### src/lsc_pkg.sv
package lsc_pkg;

   // Register map.
   localparam logic [4:0]  LSC_ADDR_LINK_OPT = 5'h0b;
   localparam logic [15:0] LSC_RESET_VAL     = 16'h0000;
   localparam logic [15:0] LSC_WRITE_MASK    = 16'h047f;

   // Field positions.
   localparam int LSC_BIT_DESCR  = 10;
   localparam int LSC_BIT_POL    = 6;
   localparam int LSC_BIT_MDIX   = 5;
   localparam int LSC_BIT_BYPASS = 4;
   localparam int LSC_BIT_RX_ERR = 3;
   localparam int LSC_BIT_MLT3   = 2;
   localparam int LSC_BIT_SNR    = 1;
   localparam int LSC_BIT_ENERGY = 0;

   // Timing: counting window in its own unit and derived cycle count.
   localparam int LSC_CLK_PERIOD_NS = 100;
   localparam int LSC_WINDOW_NS     = 10000;
   localparam int LSC_WINDOW_CYC    = LSC_WINDOW_NS / LSC_CLK_PERIOD_NS;

   // Count thresholds per counted criterion.
   localparam logic [6:0] LSC_THR_RX_ERR = 7'h20;
   localparam logic [6:0] LSC_THR_MLT3   = 7'h14;
   localparam logic [6:0] LSC_THR_SNR    = 7'h14;

   // Link-down criteria in status order.
   typedef struct packed {
      logic descr_loss;
      logic rx_err;
      logic mlt3_viol;
      logic low_snr;
      logic energy_loss;
   } lsc_evt_t;

   // Working copies of the latched strap bits.
   typedef struct packed {
      logic pol_swap;
      logic mdix_swap;
      logic port_mirror;
      logic bypass_4b5b;
   } lsc_strap_t;

endpackage

### src/lsc_link_opt.sv
`timescale 1ns/1ps
`default_nettype none
module lsc_link_opt (
   // Clock and reset.
   input  wire logic            core_clk,
   input  wire logic            nrst,
   // Register access from the management logic.
   input  wire logic [4:0]      reg_addr,
   input  wire logic            reg_wr,
   input  wire logic            reg_rd,
   input  wire logic [15:0]     reg_wdata,
   output logic [15:0]          reg_rdata,
   // Config-done write strobe from the first strap control register.
   input  wire logic            cfg_done,
   // Criteria from the signal path.
   input  wire lsc_pkg::lsc_evt_t evt_in,
   // Symbol path fifth bits.
   input  wire logic            test_data_pin,
   input  wire logic            rx_sym4,
   input  wire logic            rx_err_in,
   output logic                 tx_sym4,
   output logic                 receive_error_pin,
   // Results.
   output logic                 strap_rst_pulse,
   output lsc_pkg::lsc_strap_t  strap,
   output logic                 link_drop,
   output lsc_pkg::lsc_evt_t    drop_cause
);
   import lsc_pkg::*;

   ////////////////////////////////////////////////////////////////////////////////
   // Register and strap latch.
   logic [15:0] link_options_strap_ctrl;
   logic [15:0] next_ctrl;
   logic [15:0] next_rdata;
   logic        next_pulse;
   lsc_strap_t  next_strap;
   logic        addr_hit;

   // Writes drop reserved bits; working straps only change on the internal pulse.
   always_comb begin
      addr_hit   = (reg_addr == LSC_ADDR_LINK_OPT);
      next_ctrl  = link_options_strap_ctrl;
      next_rdata = 16'h0000;
      if (reg_wr && addr_hit) begin
         next_ctrl = reg_wdata & LSC_WRITE_MASK;
      end
      if (reg_rd && addr_hit) begin
         next_rdata = link_options_strap_ctrl & LSC_WRITE_MASK;
      end
      next_pulse = cfg_done;
      next_strap = strap;
      if (strap_rst_pulse) begin
         next_strap.pol_swap    = link_options_strap_ctrl[LSC_BIT_POL];
         next_strap.mdix_swap   = link_options_strap_ctrl[LSC_BIT_MDIX];
         next_strap.port_mirror = link_options_strap_ctrl[LSC_BIT_POL] &
                                  link_options_strap_ctrl[LSC_BIT_MDIX];
         next_strap.bypass_4b5b = link_options_strap_ctrl[LSC_BIT_BYPASS];
      end
   end

   // Register stage for the control group.
   always_ff @(posedge core_clk or negedge nrst) begin
      if (!nrst) begin
         link_options_strap_ctrl <= LSC_RESET_VAL;
         reg_rdata               <= 16'h0000;
         strap_rst_pulse         <= 1'b0;
         strap                   <= '0;
      end else begin
         link_options_strap_ctrl <= next_ctrl;
         reg_rdata               <= next_rdata;
         strap_rst_pulse         <= next_pulse;
         strap                   <= next_strap;
      end
   end

   ////////////////////////////////////////////////////////////////////////////////
   // Fifth symbol bits. The test-data pin is asynchronous, so it is synchronised.
   logic tdi_meta;
   logic tdi_sync;
   logic next_tx4;
   logic next_rx_err_pin;

   always_comb begin
      next_tx4        = strap.bypass_4b5b ? tdi_sync : 1'b0;
      next_rx_err_pin = strap.bypass_4b5b ? rx_sym4 : rx_err_in;
   end

   // Register stage for the symbol path.
   always_ff @(posedge core_clk or negedge nrst) begin
      if (!nrst) begin
         tdi_meta          <= 1'b0;
         tdi_sync          <= 1'b0;
         tx_sym4           <= 1'b0;
         receive_error_pin <= 1'b0;
      end else begin
         tdi_meta          <= test_data_pin;
         tdi_sync          <= tdi_meta;
         tx_sym4           <= next_tx4;
         receive_error_pin <= next_rx_err_pin;
      end
   end

   ////////////////////////////////////////////////////////////////////////////////
   // Window timer and counted criteria.
   localparam logic [6:0] WIN_LAST = 7'(LSC_WINDOW_CYC - 1);
   localparam logic [6:0] CNT_MAX  = 7'h7f;
   logic [6:0] win_cnt;
   logic [6:0] next_win;
   logic       win_start;
   logic [2:0] cnt_evt;
   logic [2:0] cnt_en;
   logic [2:0] cnt_trip;
   logic [6:0] cnt      [3];
   logic [6:0] next_cnt [3];
   logic [6:0] cnt_thr  [3];

   // Windows run back to back; a window starts when the timer is at zero.
   always_comb begin
      win_start = (win_cnt == 7'h00);
      next_win  = (win_cnt == WIN_LAST) ? 7'h00 : win_cnt + 7'h01;
      cnt_evt   = {evt_in.rx_err, evt_in.mlt3_viol, evt_in.low_snr};
      cnt_en    = {link_options_strap_ctrl[LSC_BIT_RX_ERR],
                   link_options_strap_ctrl[LSC_BIT_MLT3],
                   link_options_strap_ctrl[LSC_BIT_SNR]};
      cnt_thr[2] = LSC_THR_RX_ERR;
      cnt_thr[1] = LSC_THR_MLT3;
      cnt_thr[0] = LSC_THR_SNR;
   end

   // Each counter restarts with the current event at a window start and saturates.
   for (genvar i = 0; i < 3; i++) begin : g_cnt
      always_comb begin
         if (win_start) begin
            next_cnt[i] = {6'h00, cnt_evt[i]};
         end else if (cnt_evt[i] && cnt[i] != CNT_MAX) begin
            next_cnt[i] = cnt[i] + 7'h01;
         end else begin
            next_cnt[i] = cnt[i];
         end
         cnt_trip[i] = cnt_en[i] && (next_cnt[i] >= cnt_thr[i]);
      end

      always_ff @(posedge core_clk or negedge nrst) begin
         if (!nrst) begin
            cnt[i] <= 7'h00;
         end else begin
            cnt[i] <= next_cnt[i];
         end
      end
   end

   ////////////////////////////////////////////////////////////////////////////////
   // Link-drop decision. Enables act live, so a cleared bit stops dropping at once.
   lsc_evt_t next_cause;

   always_comb begin
      next_cause.descr_loss  = link_options_strap_ctrl[LSC_BIT_DESCR] & evt_in.descr_loss;
      next_cause.rx_err      = cnt_trip[2];
      next_cause.mlt3_viol   = cnt_trip[1];
      next_cause.low_snr     = cnt_trip[0];
      next_cause.energy_loss = link_options_strap_ctrl[LSC_BIT_ENERGY] &
                               evt_in.energy_loss;
   end

   // Register stage for the decision.
   always_ff @(posedge core_clk or negedge nrst) begin
      if (!nrst) begin
         win_cnt    <= 7'h00;
         drop_cause <= '0;
         link_drop  <= 1'b0;
      end else begin
         win_cnt    <= next_win;
         drop_cause <= next_cause;
         link_drop  <= |next_cause;
      end
   end

   ////////////////////////////////////////////////////////////////////////////////
   // Checks.
   rsvd_read_zero_a: assert property (@(posedge core_clk) disable iff (!nrst)
      (reg_rdata[15:11] == 5'h00) && (reg_rdata[9:7] == 3'h0))
      else $error("reserved bits read nonzero");

   strap_pulse_a: assert property (@(posedge core_clk) disable iff (!nrst)
      cfg_done |=> strap_rst_pulse ##1 (strap.pol_swap == $past(link_options_strap_ctrl[6])))
      else $error("strap latch after config done wrong");

   mirror_both_a: assert property (@(posedge core_clk) disable iff (!nrst)
      strap.port_mirror == (strap.pol_swap && strap.mdix_swap))
      else $error("port mirror does not match swaps");

   descr_drop_a: assert property (@(posedge core_clk) disable iff (!nrst)
      (link_options_strap_ctrl[10] && evt_in.descr_loss) |=> (link_drop && drop_cause.descr_loss))
      else $error("no drop on descrambler loss");

   energy_drop_a: assert property (@(posedge core_clk) disable iff (!nrst)
      (!link_options_strap_ctrl[0] || !evt_in.energy_loss) |=> !drop_cause.energy_loss)
      else $error("energy drop without cause");

   rx_err_trip_a: assert property (@(posedge core_clk) disable iff (!nrst)
      (link_options_strap_ctrl[3] && !win_start && cnt[2] == 7'h1f && evt_in.rx_err)
      |=> link_drop && drop_cause.rx_err)
      else $error("no drop at 32 receive errors");

   snr_hold_a: assert property (@(posedge core_clk) disable iff (!nrst)
      (cnt[0] < 7'h13) |=> !drop_cause.low_snr)
      else $error("snr drop below threshold");

   // The sampled reset term keeps the release edge, still a reset edge, from starting a window.
   window_clear_a: assert property (@(posedge core_clk) disable iff (!nrst)
      (nrst && win_start) |=> (cnt[1] <= 7'h01) ##[99:99] (win_cnt == 7'h00))
      else $error("window clear or length wrong");

   bypass_receive_error_pin_a: assert property (@(posedge core_clk) disable iff (!nrst)
      strap.bypass_4b5b |=> receive_error_pin == $past(rx_sym4))
      else $error("fifth receive bit not routed");

   drop_or_a: assert property (@(posedge core_clk) disable iff (!nrst)
      link_drop == (|drop_cause))
      else $error("drop is not OR of causes");

endmodule // lsc_link_opt
`default_nettype wire

### config.mk
export PLATFORM = sky130hd
export DESIGN_NAME = lsc_link_opt
export DESIGN_NICKNAME = d
export VERILOG_FILES = /design/src/lsc_pkg.sv /design/src/lsc_link_opt.sv
export SDC_FILE = /design/constraint.sdc
export NUM_CORES = 1
export LEC_CHECK = 0
export BUFFER_PORTS_ARGS = -buffer_cell sky130_fd_sc_hd__buf_2
export CAP_MARGIN = 20
export CORE_MARGIN = 2
export CORE_UTILIZATION = 48
export DETAILED_ROUTE_END_ITERATION = 12
export GPL_ROUTABILITY_DRIVEN = 0
export PLACE_DENSITY = 0.82
export SLEW_MARGIN = 20
export SYNTH_ARGS = -nofsm -noshare
export SYNTH_HDL_FRONTEND = slang
export SYNTH_SLANG_ARGS = --single-unit
export TNS_END_PERCENT = 5
### constraint.sdc
create_clock -name core_clk -period 2.1 [get_ports core_clk]
set_clock_uncertainty 0.15 [all_clocks]
set_input_delay 0.21 -clock core_clk [delete_from_list [all_inputs] [get_ports core_clk]]
set_output_delay 0.21 -clock core_clk [all_outputs]
set_load 0.05 [all_outputs]
* Word level (Yosys, flattened, before mapping)
Index checks and enable logic that the tools add are counted.
Storage, ports and cells: register bits 62, bits of input ports 34, output and inout port bits 29, word-level logic and storage cells 56
Cells by class: add/sub/neg operators 4, $lt $le $gt $ge 3, equal/unequal tests 5, muxes and demuxes 10, bitwise gates (word level) 3, reduce and logical (&&, ||, !) cells 10
Operator list (number):
- 7-bit 2-to-1 mux | 7
- 7-bit by 1-bit adder with 7-bit output, second input constant | 4
- 7-bit inequality test, second input constant | 3
- 7-bit by 5-bit greater-or-equal comparator with 1-bit output, second input constant | 2
- 11-bit 2-to-1 mux | 1
- 1-bit logical AND | 8
- 7-bit equality test, second input constant | 1
- 7-bit by 6-bit greater-or-equal comparator with 1-bit output, second input constant | 1
- 7-bit logical NOT | 1
- 5-bit by 4-bit equality test with 1-bit output, second input constant | 1
- 5-bit OR reduction | 1
- 1-bit AND | 3
- 1-bit 2-to-1 mux | 2

* Longest topological paths before layout
word-level depth 7, gate-level depth with buffers 8

* Worst setup path after synthesis
No wires, ideal clock.
path type register to register, from register cnt[7] (netlist bit), to register link_drop, data arrival time 1.941 ns, data required time 1.811 ns, path slack -0.130 ns, stages on the path, launching flop included 8, buffers on the path 0, clock period less this slack 2.230 ns, cells stage by stage dfrtp_1 ha_1 and3_2 a21o_1 o21ai_1 nor3_1 o311a_1 or4_1
Between the ends: longest elaborated chain between the ends 7
RTL lines:
- start: declaration | RTL line lsc_link_opt.sv:114 | logic [6:0] cnt [3];
- start signal: indexed assignment | RTL line lsc_link_opt.sv:148 | cnt[i] <= next_cnt[i];
- parallel branches: the longest is 2 deep, another holds 7-bit by 1-bit adder with 7-bit output
- 7-bit 2-to-1 mux (*) | RTL line lsc_link_opt.sv:136 | end else if (cnt_evt[i] && cnt[i] != CNT_MAX) begin
- 7-bit 2-to-1 mux (*) | RTL line lsc_link_opt.sv:134 | if (win_start) begin
- 7-bit by 5-bit greater-or-equal comparator with 1-bit output (*) | RTL line lsc_link_opt.sv:141 | cnt_trip[i] = cnt_en[i] && (next_cnt[i] >= cnt_thr[i]);
- 1-bit logical AND (*) | RTL line lsc_link_opt.sv:141
- named net cnt_trip[1] | RTL line lsc_link_opt.sv:113 | logic [2:0] cnt_trip;
- 5-bit OR reduction (*) | RTL line lsc_link_opt.sv:175 | link_drop <= |next_cause;
- end signal: assignment | RTL line lsc_link_opt.sv:175
- end: declaration | RTL line lsc_link_opt.sv:26 | output logic link_drop,
Mark *: on every way through the listed nets, which the timed path passes. A chain may end at the register's enable or synchronous reset.

* Worst setup path after layout
Ends and elaborated chain as after synthesis.

==> results by group <==
Worst setup path
  • R2R Setup Slk: -0.09 ns
  • Kind of critical path: reg2reg
  • CP Launch Type: flip-flop
  • Arr. time, crit path: 2.25 ns
  • Worst path bufs/invs: 0
  • CP Cell Sequence: ha_4 > and3_4 > a21oi_2 > a211oi_1 > nor3_1 > o311a_1 > or4_1
  • CP endpoint kind: flip-flop
  • WP data required: 2.16 ns
  • CP delay by family, top: simple AND/OR/NAND/NOR gates
  • Critical path peak fanout: 5
  • CP max stage cell: dfrtp_1
  • Worst path max stage delay: about 0.43 ns

Timing
  • Final WS setup: -0.0906 ns
  • Max Fclk: 456 MHz
  • RSZ-0062 raised after global routing: yes
  • Final min period: 2.19 ns
  • Hold_ws: 0.0426 ns
  • Fin. max-slew vios: 0
  • Setup TNS: -0.0906 ns
  • Final worst path period share: 104%
  • Fin. Hold Viols: 0
  • Final setup violation count: 1

Detailed routing
  • Routed via count: 2097
  • Routed Antenna Nets: 0
  • DRC: 0
  • WL final: around 6000 um
  • Detailed Route Iter0 Violations: 131
  • Vias per std cell: 5.22
  • First-pass DRT Iterations: 4
  • Routed wire per std cell: 14.8 um

Placed design
  • HPWL Detailed: 3830 um
  • IO buf count: 46
  • Pre-CTS WS: -0.161 ns

Final layout
  • Post-layout net count: 366
  • Area Growth Syn to Fin: 36.7%
  • Inserted Diodes: 0
  • Final core occ: 68.8%
  • Layout cells sized above 1: 37.0%

Yosys
  • Syn_area_per_cell: 11.2 um2
  • Cell count after synthesis: 230
  • Sequential area share after synthesis: 57.1%
  • Library cells used by synthesis: 42
  • Yosys warnings: 0
  • Synth Register Bits: about 60
  • Mapped Area: approximately 2600 um2
  • EDFF count, synth: 0
  • Top-count cell post-synth: dfrtp_1
  • Primary FF master, synth: dfrtp_1
  • Top cell type's share of synthesized area: 57.1%
  • Synth area leaders: dfrtp_1, mux2_2, nor2_1
  • Asr flop ratio synth: 100%
  • Synth area leader: dfrtp_1
  • Synth top cells by count: dfrtp_1, nor2_1, and3_1, mux2_2, nand2_1

Clock network
  • Clock latency on the worst-skew pair: 0.34 ns
  • Clock buffer depth: 2
  • Clk slew on worst S/H paths: 0.07 ns
  • Clock sink count: 59
  • CTS tree: yes
  • H-tree Lvls: 3
  • Total CTS buffers: 9
  • Root buf cell: clkbuf_8

Global route
  • Met2 usage: between 30% and 40%
  • GR met1 Demand/Resource: 23.8%
  • Gr usage total: 20.6%
  • Grt peak-use layer: met2
  • First-pass GRT wire length: 9520 um
  • Initial antenna violation count: 0
  • GR Overflow Total: 0
  • GR Util met3: 5.81%
  • Vias in the first global route: roughly 2100
  • Largest net degree at the start of global routing: 60

Die
  • Full die area: 5990 um2
  • Die width: slightly below 80 um
  • Cell Rows: 26
  • Ports: 63
  • Starting Density: 50.3%
  • Die Height: approximately 77 um
  • Core area: 5140 um2

Outcome
  • Status: complete, but fails checks
  • Failing checks: negative setup slack

Flow run
  • Max-Cap Viols: 0

Pwr
  • Maximum VDD drop: 0.543 mV
  • Power, Total: 0.00387 W
  • Pleak: 1.71 nW
  • Pwr/cell area: 1090 nW/um2

Min path
  • HP Class: in2reg
layer usage:
metal  up-vias  share of wire [%]
met5         -                  0
met4         0                2.0
met3        12                4.4
met2        59                 52
met1      1027                 42
li1        999                  -
area by class of cell:
cell class / instances / area (um2)
well taps: 70 / 87.6
flip-flops and latches: 59 / 1480
clock inverters: 6 / 66.3
fillers: 368 / 1610
clock buffers: 10 / 128
inverters: 7 / 26.3
repair buffers: 92 / 631
multi-input cells: 158 / 1120
final timing paths:
path	from	to	cells after the start
max reg2reg	cnt[7]	link_drop	7
max	cnt[7]	link_drop	7
max in group asynchronous	nrst	link_options_strap_ctrl[10]	3
min in group asynchronous	nrst	cnt[9]	3
min reg2reg	tdi_meta	tdi_sync	0
min	evt_in[3]	cnt[6]	3
tightest hold or removal path, cell delays in order:
cell	delay, ns
buf_2	0.13
nand4_1	0.09
a21oi_1	0.06
sequential cells by signal, summed over array words and instances (netlist names):
signal and count:
link_drop 1, tdi_meta 1, tdi_sync 1, tx_sym4 1, reg_rdata 8, win_cnt 7
receive_error_pin 1, strap 4, strap_rst_pulse 1, cnt 21, link_options_strap_ctrl 8, drop_cause 5
cells in the final DEF, fill, tap and decap left out, types with 2 or more instances in the layout:
| cell type | n |
|---|---|
| nor2_1 | 22 |
| xnor2_1 | 6 |
| nand2_1 | 11 |
| a21oi_2 | 2 |
| o21ai_0 | 10 |
| a311oi_2 | 2 |
| mux2_2 | 12 |
| buf_4 | 28 |
| dlygate4sd3_1 | 17 |
| a21oi_1 | 9 |
| mux2i_1 | 3 |
| ha_1 | 3 |
| a211oi_1 | 2 |
| o211ai_1 | 3 |
| conb_1 | 8 |
| dfrtp_1 | 59 |
| and2_1 | 6 |
| buf_2 | 46 |
| nand4_1 | 3 |
| inv_1 | 7 |
| o31a_1 | 2 |
| ha_4 | 2 |
| and4_1 | 2 |
| o21ai_2 | 2 |
| nor3_1 | 2 |
| and3_1 | 10 |
| xor2_1 | 3 |
| nand3_1 | 9 |
| and3_4 | 3 |
| clkbuf_8 | 9 |
| clkinvlp_4 | 3 |
through the flow:
stage,cell area (um2),cells
floorplan,2640,237
global placement,3080,366
detailed placement,3080,366
CTS,3480,402
global route,3530,402
finish,3530,402
where the power goes:
group / leakage [nW] / internal (W) / switching, W / total [W]
clock: 0.0885 / 0.000547 / 0.000450 / 0.000997
sequential: 0.742 / 0.00139 / 0.000250 / 0.00164
combinational: 0.885 / 0.000546 / 0.000678 / 0.00122
timing repair:
item / 4_1_cts / 5_1_grt
endpoints found under the setup margin: 1 / 1
gates resized for setup: 5 / 10
cloned: 0 / 0
pin swaps: 8 / 3
hold buffers: 17 / 0
endpoints found under the hold margin: 74 / 0
setup buffers: 3 / 0
cell families after synthesis:
group	synth area share (%)
AND/OR/NAND/NOR	16.2
flip-flops	57.1
AO/OA/AOI/OAI	10.4
buffers and inverters	4.35
multiplexers	6.39
XOR/XNOR	3.05
adder cells (fa/ha/maj)	2.42
other	0.145
(Power assumes the default switching activity.)
